==> src/rtl/dpsfa_pkg.sv <==
package dpsfa_pkg;

    typedef enum logic [1:0] {
        MODE_AUTO,
        MODE_FORCE_LOCKED,
        MODE_FORCE_FREERUN,
        MODE_FORCE_HOLDOVER
    } dpsfa_mode_t;

    typedef enum logic [2:0] {
        ST_FREERUN,
        ST_LOCK_ACQUIRE,
        ST_LOCKED,
        ST_HOLDOVER,
        ST_LOCK_RECOVER
    } dpsfa_state_t;

    // frame input rate codes, informational for software
    typedef enum logic [3:0] {
        RATE_EPPS,
        RATE_1PPS,
        RATE_5PPS,
        RATE_10PPS,
        RATE_50HZ,
        RATE_100HZ,
        RATE_1KHZ,
        RATE_2KHZ,
        RATE_4KHZ,
        RATE_8KHZ
    } dpsfa_rate_t;

    // register byte offsets
    localparam logic [7:0] OFS_CTRL    = 8'h00;
    localparam logic [7:0] OFS_LOCKCFG = 8'h04;
    localparam logic [7:0] OFS_OUTDIV  = 8'h08;
    localparam logic [7:0] OFS_STATUS  = 8'h0C;
    localparam logic [7:0] OFS_SEL     = 8'h10;

    // CTRL field positions
    localparam int CTRL_MODE_LSB     = 0;
    localparam int CTRL_FRAME_EN     = 2;
    localparam int CTRL_SYNC_EN      = 3;
    localparam int CTRL_FALL_EDGE    = 4;
    localparam int CTRL_PW_LSB       = 5;
    localparam int CTRL_IN_RATE_LSB  = 8;
    localparam int CTRL_OUT_FRAME    = 12;
    localparam int CTRL_REVERTIVE    = 13;
    localparam int CTRL_SYSTEM_CH    = 14;

    localparam logic [31:0] CTRL_RST    = 32'h0000_0000;
    localparam logic [31:0] LOCKCFG_RST = 32'h0064_0010;
    localparam logic [31:0] OUTDIV_RST  = 32'h0000_0004;
    localparam logic [31:0] SEL_RST     = 32'h0000_0000;

    localparam int CLK_MHZ        = 100;
    localparam int MIN_PULSE_NS   = 10;
    localparam int MIN_PULSE_CYC  = (MIN_PULSE_NS * CLK_MHZ + 999) / 1000;

    typedef struct packed {
        logic [31:0] prdata;
        logic        pready;
        logic        pslverr;
    } dpsfa_apb_rsp_t;

endpackage : dpsfa_pkg

==> src/rtl/dpsfa_channel.sv <==
`timescale 1ns/10ps
`default_nettype none
module dpsfa_channel #(
    parameter int NREF  = 4,
    parameter int NOUT  = 4,
    parameter int FW    = 16,
    parameter int PEW   = 16
) (
    input  wire logic            CLK_I,            // system clock, 100 MHz
    input  wire logic            RST_N_I,          // synchronous reset, active low
    input  wire logic            PSEL_I,           // apb select
    input  wire logic            PENABLE_I,        // apb enable
    input  wire logic            PWRITE_I,         // apb direction
    input  wire logic [7:0]      PADDR_I,          // apb byte address
    input  wire logic [31:0]     PWDATA_I,         // apb write data
    output logic      [31:0]     PRDATA_O,         // apb read data
    output logic                 PREADY_O,         // apb ready
    output logic                 PSLVERR_O,        // apb error, unmapped address
    input  wire logic [NREF-1:0] REF_PIN_I,        // reference input pins, async
    input  wire logic [NREF-1:0] REF_QUAL_I,       // qualified per reference
    input  wire logic [NREF-1:0] REF_PRIO_HI_I,    // higher priority than selected
    input  wire logic [PEW-1:0]  PHASE_ERR_I,      // loop phase error magnitude
    input  wire logic [FW-1:0]   LOOP_FREQ_I,      // loop frequency word
    input  wire logic [FW-1:0]   COMBO_FREQ_I,     // combo master frequency
    input  wire logic            COMBO_EN_I,       // combo slave mode
    output logic      [FW-1:0]   FREQ_CTRL_O,      // frequency steering word
    output logic                 USE_REF_O,        // loop follows reference
    output logic      [2:0]      STATE_O,          // operating state
    output logic      [NREF-1:0] REF_SEL_O,        // one-hot selected reference
    output logic                 ALIGN_O,          // alignment strobe to dividers
    output logic      [NOUT-1:0] OUT_CLK_O,        // aligned output clocks
    output logic      [NOUT-1:0] OUT_FRAME_O       // frame or sync outputs
);

    typedef struct packed {
        logic [31:0]          ctrl;
        logic [31:0]          lockcfg;
        logic [31:0]          outdiv;
        logic [31:0]          sel;
        dpsfa_pkg::dpsfa_apb_rsp_t rsp;
        logic [NREF-1:0]      s1, s2, s3;
        logic [NREF-1:0]      refsel;
        dpsfa_pkg::dpsfa_state_t st;
        logic [15:0]          lockcnt;
        logic [FW-1:0]        hold_freq;
        logic [FW-1:0]        freq;
        logic                 use_ref;
        logic                 armed;
        logic                 align;
        logic [15:0]          divcnt;
        logic [15:0]          pwcnt;
        logic [NOUT-1:0]      oclk;
        logic [NOUT-1:0]      ofrm;
    } dpsfa_st_t;

    dpsfa_st_t q, d;

    dpsfa_pkg::dpsfa_mode_t mode;
    logic [3:0]  fin_idx, clk_idx, fout_mask;
    logic        ref_clk, frame_prev, clk_prev;
    logic        frame_edge, clk_rise, sync_edge;
    logic        sel_disq, any_qual, locked_now, hi_avail, forced_sel;
    logic [NREF-1:0] best;
    logic [15:0] pw_cycles;

    always_comb begin
        mode      = dpsfa_pkg::dpsfa_mode_t'(q.ctrl[dpsfa_pkg::CTRL_MODE_LSB +: 2]);
        fin_idx   = q.sel[3:0];
        clk_idx   = q.sel[7:4];
        fout_mask = q.sel[11:8];
        frame_prev = q.s3[fin_idx[1:0]];
        ref_clk   = q.s2[clk_idx[1:0]];
        clk_prev  = q.s3[clk_idx[1:0]];
        frame_edge = q.ctrl[dpsfa_pkg::CTRL_FALL_EDGE]
                   ? (frame_prev && !q.s2[fin_idx[1:0]])
                   : (!frame_prev && q.s2[fin_idx[1:0]]);
        clk_rise  = !clk_prev && ref_clk;
        sync_edge = q.ctrl[dpsfa_pkg::CTRL_SYNC_EN] && frame_edge;
        sel_disq  = |(q.refsel & ~REF_QUAL_I);
        any_qual  = |REF_QUAL_I;
        locked_now = (q.lockcnt >= q.lockcfg[31:16]);
        best = '0;
        for (int i = NREF - 1; i >= 0; i--) begin
            if (REF_QUAL_I[i] && REF_PRIO_HI_I[i]) begin
                best = '0;
                best[i] = 1'b1;
            end
        end
        if (best == '0) begin
            for (int i = NREF - 1; i >= 0; i--) begin
                if (REF_QUAL_I[i]) begin
                    best = '0;
                    best[i] = 1'b1;
                end
            end
        end
        hi_avail   = q.ctrl[dpsfa_pkg::CTRL_REVERTIVE] && |(REF_QUAL_I & REF_PRIO_HI_I);
        forced_sel = q.sel[16] && (q.refsel != (NREF'(1) << q.sel[13:12]));
        // widen first so the widest code does not wrap to zero
        pw_cycles  = 16'({1'b0, q.ctrl[dpsfa_pkg::CTRL_PW_LSB +: 3]} + 4'd1) << 2;
    end

    always_comb begin
        d = q;
        d.rsp.pready  = 1'b0;
        d.rsp.pslverr = 1'b0;
        d.s1 = REF_PIN_I;
        d.s2 = q.s1;
        d.s3 = q.s2;
        // writes land only on the edge that completes the access
        if (PSEL_I && PENABLE_I && q.rsp.pready && PWRITE_I) begin
            if (PADDR_I == dpsfa_pkg::OFS_CTRL) begin
                d.ctrl = PWDATA_I;
            end else if (PADDR_I == dpsfa_pkg::OFS_LOCKCFG) begin
                d.lockcfg = PWDATA_I;
            end else if (PADDR_I == dpsfa_pkg::OFS_OUTDIV) begin
                d.outdiv = PWDATA_I;
            end else if (PADDR_I == dpsfa_pkg::OFS_SEL) begin
                d.sel = PWDATA_I;
            end
        end
        if (PSEL_I && PENABLE_I && !q.rsp.pready) begin
            d.rsp.pready = 1'b1;
            d.rsp.prdata = '0;
            if (PADDR_I == dpsfa_pkg::OFS_CTRL) begin
                d.rsp.prdata = q.ctrl;
            end else if (PADDR_I == dpsfa_pkg::OFS_LOCKCFG) begin
                d.rsp.prdata = q.lockcfg;
            end else if (PADDR_I == dpsfa_pkg::OFS_OUTDIV) begin
                d.rsp.prdata = q.outdiv;
            end else if (PADDR_I == dpsfa_pkg::OFS_SEL) begin
                d.rsp.prdata = q.sel;
            end else if (PADDR_I == dpsfa_pkg::OFS_STATUS) begin
                d.rsp.prdata = {20'h0_0000, q.refsel[3:0] & 4'hF, 1'b0,
                                q.use_ref, locked_now, 1'b0, 1'b0, q.st};
            end else begin
                d.rsp.pslverr = 1'b1;
            end
        end

        // lock qualifier: phase error at or under threshold for programmed cycles
        if (PHASE_ERR_I <= q.lockcfg[PEW-1:0] && q.refsel != '0) begin
            if (!locked_now) d.lockcnt = q.lockcnt + 16'h0001;
        end else begin
            d.lockcnt = '0;
        end

        // reference switching
        if (sel_disq || hi_avail || forced_sel || q.refsel == '0) begin
            d.refsel = q.sel[16] ? (NREF'(1) << q.sel[13:12]) & REF_QUAL_I : best;
            d.lockcnt = '0;
        end

        case (mode)
            dpsfa_pkg::MODE_FORCE_LOCKED:   d.st = dpsfa_pkg::ST_LOCKED;
            dpsfa_pkg::MODE_FORCE_FREERUN:  d.st = dpsfa_pkg::ST_FREERUN;
            dpsfa_pkg::MODE_FORCE_HOLDOVER: d.st = dpsfa_pkg::ST_HOLDOVER;
            default: begin
                case (q.st)
                    dpsfa_pkg::ST_FREERUN:
                        if (any_qual && q.refsel != '0) d.st = dpsfa_pkg::ST_LOCK_ACQUIRE;
                    dpsfa_pkg::ST_LOCK_ACQUIRE:
                        if (!any_qual) d.st = dpsfa_pkg::ST_FREERUN;
                        else if (locked_now) d.st = dpsfa_pkg::ST_LOCKED;
                    dpsfa_pkg::ST_LOCKED:
                        if (!any_qual) d.st = dpsfa_pkg::ST_HOLDOVER;
                        else if (sel_disq || hi_avail || forced_sel)
                            d.st = dpsfa_pkg::ST_LOCK_RECOVER;
                    dpsfa_pkg::ST_HOLDOVER:
                        if (any_qual) d.st = dpsfa_pkg::ST_LOCK_RECOVER;
                    dpsfa_pkg::ST_LOCK_RECOVER:
                        if (!any_qual) d.st = dpsfa_pkg::ST_HOLDOVER;
                        else if (locked_now && !(sel_disq || hi_avail || forced_sel))
                            d.st = dpsfa_pkg::ST_LOCKED;
                    default: d.st = dpsfa_pkg::ST_FREERUN;
                endcase
            end
        endcase

        // frequency steering per state
        case (q.st)
            dpsfa_pkg::ST_FREERUN: begin
                d.use_ref = 1'b0;
                d.freq    = COMBO_EN_I ? COMBO_FREQ_I : '0;
            end
            dpsfa_pkg::ST_HOLDOVER: begin
                d.use_ref = 1'b0;
                d.freq    = q.hold_freq;
            end
            dpsfa_pkg::ST_LOCKED: begin
                d.use_ref   = 1'b1;
                d.freq      = LOOP_FREQ_I;
                d.hold_freq = LOOP_FREQ_I;
            end
            default: begin
                d.use_ref = 1'b1;
                d.freq    = LOOP_FREQ_I;
            end
        endcase

        // frame mode: edge arms, next ref rising edge aligns
        d.align = 1'b0;
        if (q.ctrl[dpsfa_pkg::CTRL_FRAME_EN] && !q.ctrl[dpsfa_pkg::CTRL_SYNC_EN]) begin
            if (frame_edge) d.armed = 1'b1;
            else if (q.armed && clk_rise) begin
                d.armed = 1'b0;
                d.align = 1'b1;
            end
        end else begin
            d.armed = 1'b0;
            if (sync_edge) d.align = 1'b1;
        end

        // output clock and frame generation, both restart on alignment
        if (q.align) begin
            d.divcnt = '0;
            d.oclk   = '1;
            d.pwcnt  = pw_cycles;
        end else begin
            if (q.divcnt + 16'h0001 >= q.outdiv[15:0]) begin
                d.divcnt = '0;
                d.oclk   = ~q.oclk;
            end else begin
                d.divcnt = q.divcnt + 16'h0001;
            end
            if (q.pwcnt != '0) d.pwcnt = q.pwcnt - 16'h0001;
        end
        d.ofrm = {NOUT{q.pwcnt != '0}} & NOUT'(fout_mask);

        // system channel keeps outputs quiet
        if (q.ctrl[dpsfa_pkg::CTRL_SYSTEM_CH]) begin
            d.oclk = '0;
            d.ofrm = '0;
        end
    end

    always_ff @(posedge CLK_I) begin
        if (!RST_N_I) begin
            q           <= '0;
            q.ctrl      <= dpsfa_pkg::CTRL_RST;
            q.lockcfg   <= dpsfa_pkg::LOCKCFG_RST;
            q.outdiv    <= dpsfa_pkg::OUTDIV_RST;
            q.sel       <= dpsfa_pkg::SEL_RST;
            q.st        <= dpsfa_pkg::ST_FREERUN;
        end else begin
            q <= d;
        end
    end

    assign PRDATA_O    = q.rsp.prdata;
    assign PREADY_O    = q.rsp.pready;
    assign PSLVERR_O   = q.rsp.pslverr;
    assign FREQ_CTRL_O = q.freq;
    assign USE_REF_O   = q.use_ref;
    assign STATE_O     = q.st;
    assign REF_SEL_O   = q.refsel;
    assign ALIGN_O     = q.align;
    assign OUT_CLK_O   = q.oclk;
    assign OUT_FRAME_O = q.ofrm;

endmodule : dpsfa_channel
`default_nettype wire

==> config.mk <==
export PLATFORM = sky130hd
export DESIGN_NAME = dpsfa_channel
export DESIGN_NICKNAME = d
export VERILOG_FILES = /design/src/rtl/dpsfa_pkg.sv /design/src/rtl/dpsfa_channel.sv
export SDC_FILE = /design/constraint.sdc
export NUM_CORES = 1
export LEC_CHECK = 0
export ABC_AREA = 1
export BUFFER_PORTS_ARGS = -buffer_cell sky130_fd_sc_hd__buf_4
export CAP_MARGIN = 20
export CORE_ASPECT_RATIO = 0.7
export CORE_MARGIN = 1
export CORE_UTILIZATION = 40
export CTS_CLUSTER_SIZE = 16
export DETAILED_ROUTE_END_ITERATION = 8
export PLACE_DENSITY = 0.68
export SLEW_MARGIN = 20
export SYNTH_ARGS = -nofsm -noshare
export SYNTH_HDL_FRONTEND = slang
export SYNTH_SLANG_ARGS = --single-unit
==> constraint.sdc <==
create_clock -name CLK_I -period 3.06 [get_ports CLK_I]
set_input_delay 0.918 -clock CLK_I [delete_from_list [all_inputs] [get_ports CLK_I]]
set_output_delay 0.918 -clock CLK_I [all_outputs]
set_load 0.01 [all_outputs]
Word level (Yosys, flattened, before mapping)
Cells that the tools add are included.
- reduce and logical (&&, ||, !) cells: 51
- bitwise gates (word level): 12
- $add $sub $neg: 4
- magnitude comparators: 5
- shifts and indexed selects: 1
- equal/unequal tests: 17
- multiplexer cells: 50
- operators with widths (cell ; count):
    $mux 32 ; 4
    $mux 4 ; 11
    $pmux 17 s2 ; 1
    $add 16x1->16 const B ; 2
    $ge 16x16->1 ; 2
    $mux 16 ; 2
    $mux 3 ; 8
    $mux 20 ; 1
    $logic_and 1x1->1 ; 19
    $and 4x4->4 ; 4
    $eq 8x4->1 const B ; 2
    $le 16x16->1 ; 1
    $reduce_bool 16->1 ; 1
    $sub 16x1->16 const B ; 1
    $pmux 3 s5 ; 1
    $mux 1 ; 14
    $mux 12 ; 1
    $ne 6x3->1 const B ; 2
    $reduce_or 4->1 ; 3
    $ne 5x2->1 const B ; 2
    $reduce_and 5->1 ; 2
    $pmux 3 s3 ; 1
    $bmux 1 s2 ; 4
    $eq 8x3->1 const B ; 1
    other kinds (27) ; 50
- bits in registers: 272
- output and inout port bits: 67
- input port bits: 106

Longest topological paths before layout
- word-level depth: 11
- gate-level depth with buffers: 23

Worst setup path before layout
Ideal clock, no wire load.
- kind: register to register
- start point: register q[24] (netlist name)
- end point: register q[24] (netlist name)
- cell stages (with the launch flop): 21
- clock period less this slack: 2.783 ns
- arrival: 2.657 ns
- buffers on the path: 1
- slack: 0.277 ns
- cells stage by stage: dfxtp_1 > ha_1 > nand2_1 > nor2_1 > nand2_1 > nor3_2 > nand2_1 > nor2_1 > nand3_1 > nor2_1 > or2_1 > inv_1 > ha_1 > nand3_1 > nor3_1 > nand3_1 > nand3_1 > nor2_1 > inv_2 > clkbuf_1 > nor2_1
- cells in the longest elaborated chain, start to end: 3
- RTL lines (what ; RTL line ; source):
    start, declared ; dpsfa_channel.sv:56 ; dpsfa_st_t q, d;
    $add 16x1->16 (*) ; dpsfa_channel.sv:220, dpsfa_channel.sv:224 ;
    $ge 16x16->1 ; dpsfa_channel.sv:220 ; if (q.divcnt + 16'h0001 >= q.outdiv[15:0]) begin
    $reduce_or 3->1 (no line) ; - ;
Every way passes the cells marked *; elsewhere a longest branch is shown, timed or not.
A chain may end at the register's enable or synchronous reset.

Worst setup path after layout
- start point: register q[24] (netlist name)
- end point: register q[26] (netlist name)
The elaborated chain is that of the path after synthesis.

==> out/qor_table.md <==
| Metric | This run |
|:---|:---|
| Initial antenna violation count | 0 |
| Cell Area, Synth | 12900 sq um |
| Power density relative to cell area | 598 nW/um^2 |
| IO Port Bufs | 172 |
| Post-route minimum period | 3030 ps |
| Worst endpoint data arrival time | 3510 ps |
| HPWL after DPL | 26.6 mm |
| Class of the most critical hold timing path | register to register |
| Count of endpoints failing setup in the final report | 0 |
| Detailed-route DRC error count | 0 |
| Average cell area after synthesis | 7.51 sq um |
| Clock skew | 17.4 ps |
| Overall power consumption | 9.13 mW |
| Critical path fanouts, max | 7 |
| Source of the critical timing path | q[24]$_SDFF_PP0_ |
| Worst Reg-to-Reg Cells | 17 |
| Fraction of final layout cells with drive strength greater than 1 | 16.7% |
| Most used routing layer | met2 |
| Wire length per cell | 16.6 microns |
| Post-DRT Antenna Nets | 0 |
| ANT cells | 0 |
| # H-tree levels | 1 |
| Async set-or-reset flop fraction in the synthesized netlist | 0% |
| Synth Instances | 1724 |
| Final number of hold-violating endpoints | 0 |
| Insertion delay to the later sink of the worst-skew pair | 560 ps |
| Maximum number of pins on one net before global-route repair | 91 |
| Clock Path Buffers | 3 |
| Number of violations reported at the end of detailed-routing iteration 0 | 1221 |
| Launch point of the worst reg-to-reg path | q[24]$_SDFF_PP0_ |
| Run status | complete, no violations |
| Filler-free cell count of the finished design | 2256 |
| Global-route track usage on met3 | 5.05% |
| GR Util met2 | 32.8% |
| Register bit total from synthesis | 272 |
| Net count reported at finish | 1983 |
| Final design utilization | 48.5% |
| Leakage component of the power | 6.55 nW |
| Placer's final routability congestion estimate | 0.934 |
| Commonest non-fill, non-tap cells in the layout | sky130_fd_sc_hd__dfxtp_1, sky130_fd_sc_hd__nand2_1, sky130_fd_sc_hd__o21ai_0 |
| Headroom to the max-slew limit | 37.1% |
| Max cap viols | 0 |
| Sequential-to-total area share from yosys stat | 42.1% |
| R2R setup slack | 30 ps |
| TritonCTS buffer count | 28 |
| Global-route total usage across every layer | 22.1% |
| Root buf cell | sky130_fd_sc_hd__clkbuf_16 |
| Global-route wire length before repair | 58.6 mm |
| Number of flops mapped to enable cells by yosys | 0 |
| Detailed Routing Iterations Pass 1 | 6 |
| Number of global-route vias before repair | 10823 |
| Hold Worst Slack | 407 ps |
| Detailed-route wire length | 37.5 mm |
| Critical path capture point | q[26]$_SDFF_PP0_ |
| Vias per cell | 5.21 |
| CTS tree | built |
| Pins over their slew limit | 0 |
| Number of distinct library cells after synthesis | 43 |
| I/O pin cnt | 173 |
| Starting density of the core | 41.1% |
| Area growth, synth to finish | 17.9% |
| Horizontal die dimension | 217 microns |
| Number of warnings printed during yosys synthesis | 0 |
| Critical Path End Type | register |
| Required time worst endpoint | 3540 ps |
| Remaining global-route overflow | 0 |
| Via Count | 11746 |
| Full die area | 33100 sq um |
| Most frequent standard cell in the layout excluding fill and tap cells | sky130_fd_sc_hd__dfxtp_1 |
| GRT met1 Usage | 32.4% |
| # clock sinks | 272 |
| Placement Rows | 54 |
| Reg2Reg Capture Point | q[26]$_SDFF_PP0_ |
| Post-CTS clock slew at the launch and capture registers of the worst setup and hold paths | 70 ps |
| Instance count after placement with tap cells included | 2203 |
| Die boundary height | 153 microns |
| Top_reg_cell synth | sky130_fd_sc_hd__dfxtp_1 |
| RSZ-0062 raised after global routing | true |
| Peak supply drop | 0.298 mV |
| Core outline area | 31500 sq um |
| Pin slew with the least headroom to its limit | 943 ps |
| Max Clk Rate | 330 MHz |
| Worst setup SP type | register |
| Filler cell count | 3074 |
| Post-Synthesis Net Count | 1887 |
| Worst Setup Path Type | register to register |
| Part of the cycle the worst path needs | 99.1% |
## synth_stat cells, types with 3 or more instances
master,n,area [sq um]
sky130_fd_sc_hd__dfxtp_1,272,5450
sky130_fd_sc_hd__nand2_1,255,957
sky130_fd_sc_hd__o21ai_0,211,1060
sky130_fd_sc_hd__a21oi_1,203,1020
sky130_fd_sc_hd__inv_1,199,747
sky130_fd_sc_hd__nor2_1,139,522
sky130_fd_sc_hd__buf_4,65,488
sky130_fd_sc_hd__clkbuf_1,65,244
sky130_fd_sc_hd__ha_1,57,713
sky130_fd_sc_hd__nand3_1,51,255
sky130_fd_sc_hd__a31oi_1,26,163
sky130_fd_sc_hd__a221oi_1,24,210
sky130_fd_sc_hd__nand4_1,23,144
sky130_fd_sc_hd__nor3_1,20,100
sky130_fd_sc_hd__o22ai_1,13,81.3
sky130_fd_sc_hd__xor2_1,12,105
sky130_fd_sc_hd__o211ai_1,9,67.6
sky130_fd_sc_hd__xnor2_1,9,78.8
sky130_fd_sc_hd__a21oi_2,8,70.1
sky130_fd_sc_hd__buf_2,7,35.0
sky130_fd_sc_hd__inv_2,7,26.3
sky130_fd_sc_hd__nor2_2,7,43.8
sky130_fd_sc_hd__a211oi_1,4,30.0
sky130_fd_sc_hd__nor3b_2,4,50.1
sky130_fd_sc_hd__nor4_1,4,25.0
sky130_fd_sc_hd__o21a_1,4,30.0
sky130_fd_sc_hd__clkinv_1,3,11.3
sky130_fd_sc_hd__nor3_2,3,30.0
## worst max-delay path, cell delays in order, from the launching register on
cell and delay (ps):
sky130_fd_sc_hd__dfxtp_4 380, sky130_fd_sc_hd__nand4_1 140, sky130_fd_sc_hd__nor2_2 170, sky130_fd_sc_hd__inv_1 70, sky130_fd_sc_hd__nor2_2 140, sky130_fd_sc_hd__nand4_1 190
sky130_fd_sc_hd__nor2_1 150, sky130_fd_sc_hd__nand3_1 120, sky130_fd_sc_hd__xnor2_2 180, sky130_fd_sc_hd__ha_1 310, sky130_fd_sc_hd__buf_4 140, sky130_fd_sc_hd__nand3_2 80
sky130_fd_sc_hd__inv_1 50, sky130_fd_sc_hd__a21oi_2 150, sky130_fd_sc_hd__nand3_2 130, sky130_fd_sc_hd__nor2_4 170, sky130_fd_sc_hd__clkinvlp_4 190, sky130_fd_sc_hd__nor3_2 190
## layout make-up
class | count | area, sq um | share of cell area, %
Timing Repair Buffer | 204 | 1570 | 10.3
Tap cell | 420 | 526 | 3.44
Multi-Input combinational cell | 1104 | 6060 | 39.7
Clock inverter | 6 | 65.1 | 0.426
Clock buffer | 40 | 797 | 5.22
Sequential cell | 272 | 5450 | 35.7
Inverter | 209 | 787 | 5.16
Timing Repair inverter | 1 | 7.51 | 0.0492
## what timing repair did
action / 4_1_cts / 5_1_grt
endpoints found under the hold margin: 0 / 0
hold buffers: 0 / 0
resized for setup: 0 / 33
buffers inserted: 0 / 6
setup endpoints to repair: 0 / 20
## layer usage
layer | wire length, microns | up-vias | share of wire [%]
met5 | 0 | - | 0
met3 | 3180 | 36 | 8.5
met1 | 18000 | 5374 | 48
li1 | - | 5906 | -
met2 | 15800 | 430 | 42
met4 | 576 | 0 | 1.5
## logic make-up (layout without fill, tap and decap cells)
| kind of cell | count (synthesis) | count (layout) | synth area share (%) |
|---|---|---|---|
| AO/OA/AOI/OAI | 507 | 507 | 21.4 |
| XOR/XNOR | 21 | 21 | 1.42 |
| buffers and inverters | 348 | 460 | 12.2 |
| adder cells (fa/ha/maj) | 57 | 57 | 5.51 |
| AND/OR/NAND/NOR | 519 | 519 | 17.5 |
| flip-flops | 272 | 272 | 42.1 |
## stage by stage
stage                     TNS, ps  setup WS (ps)  instance area, sq um
final                           0           28.9                 15300
after global routing        -1660           -166                 15300
after CTS                       0           40.6                 15100
after detailed placement        0           67.8                 14200
after global placement          0            118                 14200
after floorplan                 0            277                 12900
## where the power goes
| group | internal, mW | switching [mW] |
|---|---|---|
| Clock | 1.88 | 1.41 |
| Sequential | 3.84 | 0.192 |
| Combinational | 0.706 | 1.11 |
| Total | 6.42 | 2.71 |
## worst min-delay path by stage
stage | start | end | slack (ps) | depth (start not counted)
after global routing | d[105]$_SDFF_PN0_ | d[101]$_SDFF_PN0_ | 440 | 2
after floorplan | d[104]$_SDFF_PN0_ | d[100]$_SDFF_PN0_ | 390 | 2
final | d[102]$_SDFF_PN0_ | d[98]$_SDFF_PN0_ | 410 | 2
after global placement | d[104]$_SDFF_PN0_ | d[100]$_SDFF_PN0_ | 400 | 2
after detailed placement | d[102]$_SDFF_PN0_ | d[98]$_SDFF_PN0_ | 410 | 2
after CTS | d[102]$_SDFF_PN0_ | d[98]$_SDFF_PN0_ | 420 | 2
## sequential cells by signal, summed over array words and instances, names as in the netlist
register,count
REF_SEL_O,4
PSLVERR_O,1
clk_idx,4
STATE_O,3
q,183
FREQ_CTRL_O,16
fout_mask,4
ALIGN_O,1
PRDATA_O,32
PREADY_O,1
d,8
USE_REF_O,1
mode,2
OUT_FRAME_O,4
OUT_CLK_O,4
fin_idx,4
(Power assumes the default switching activity.)
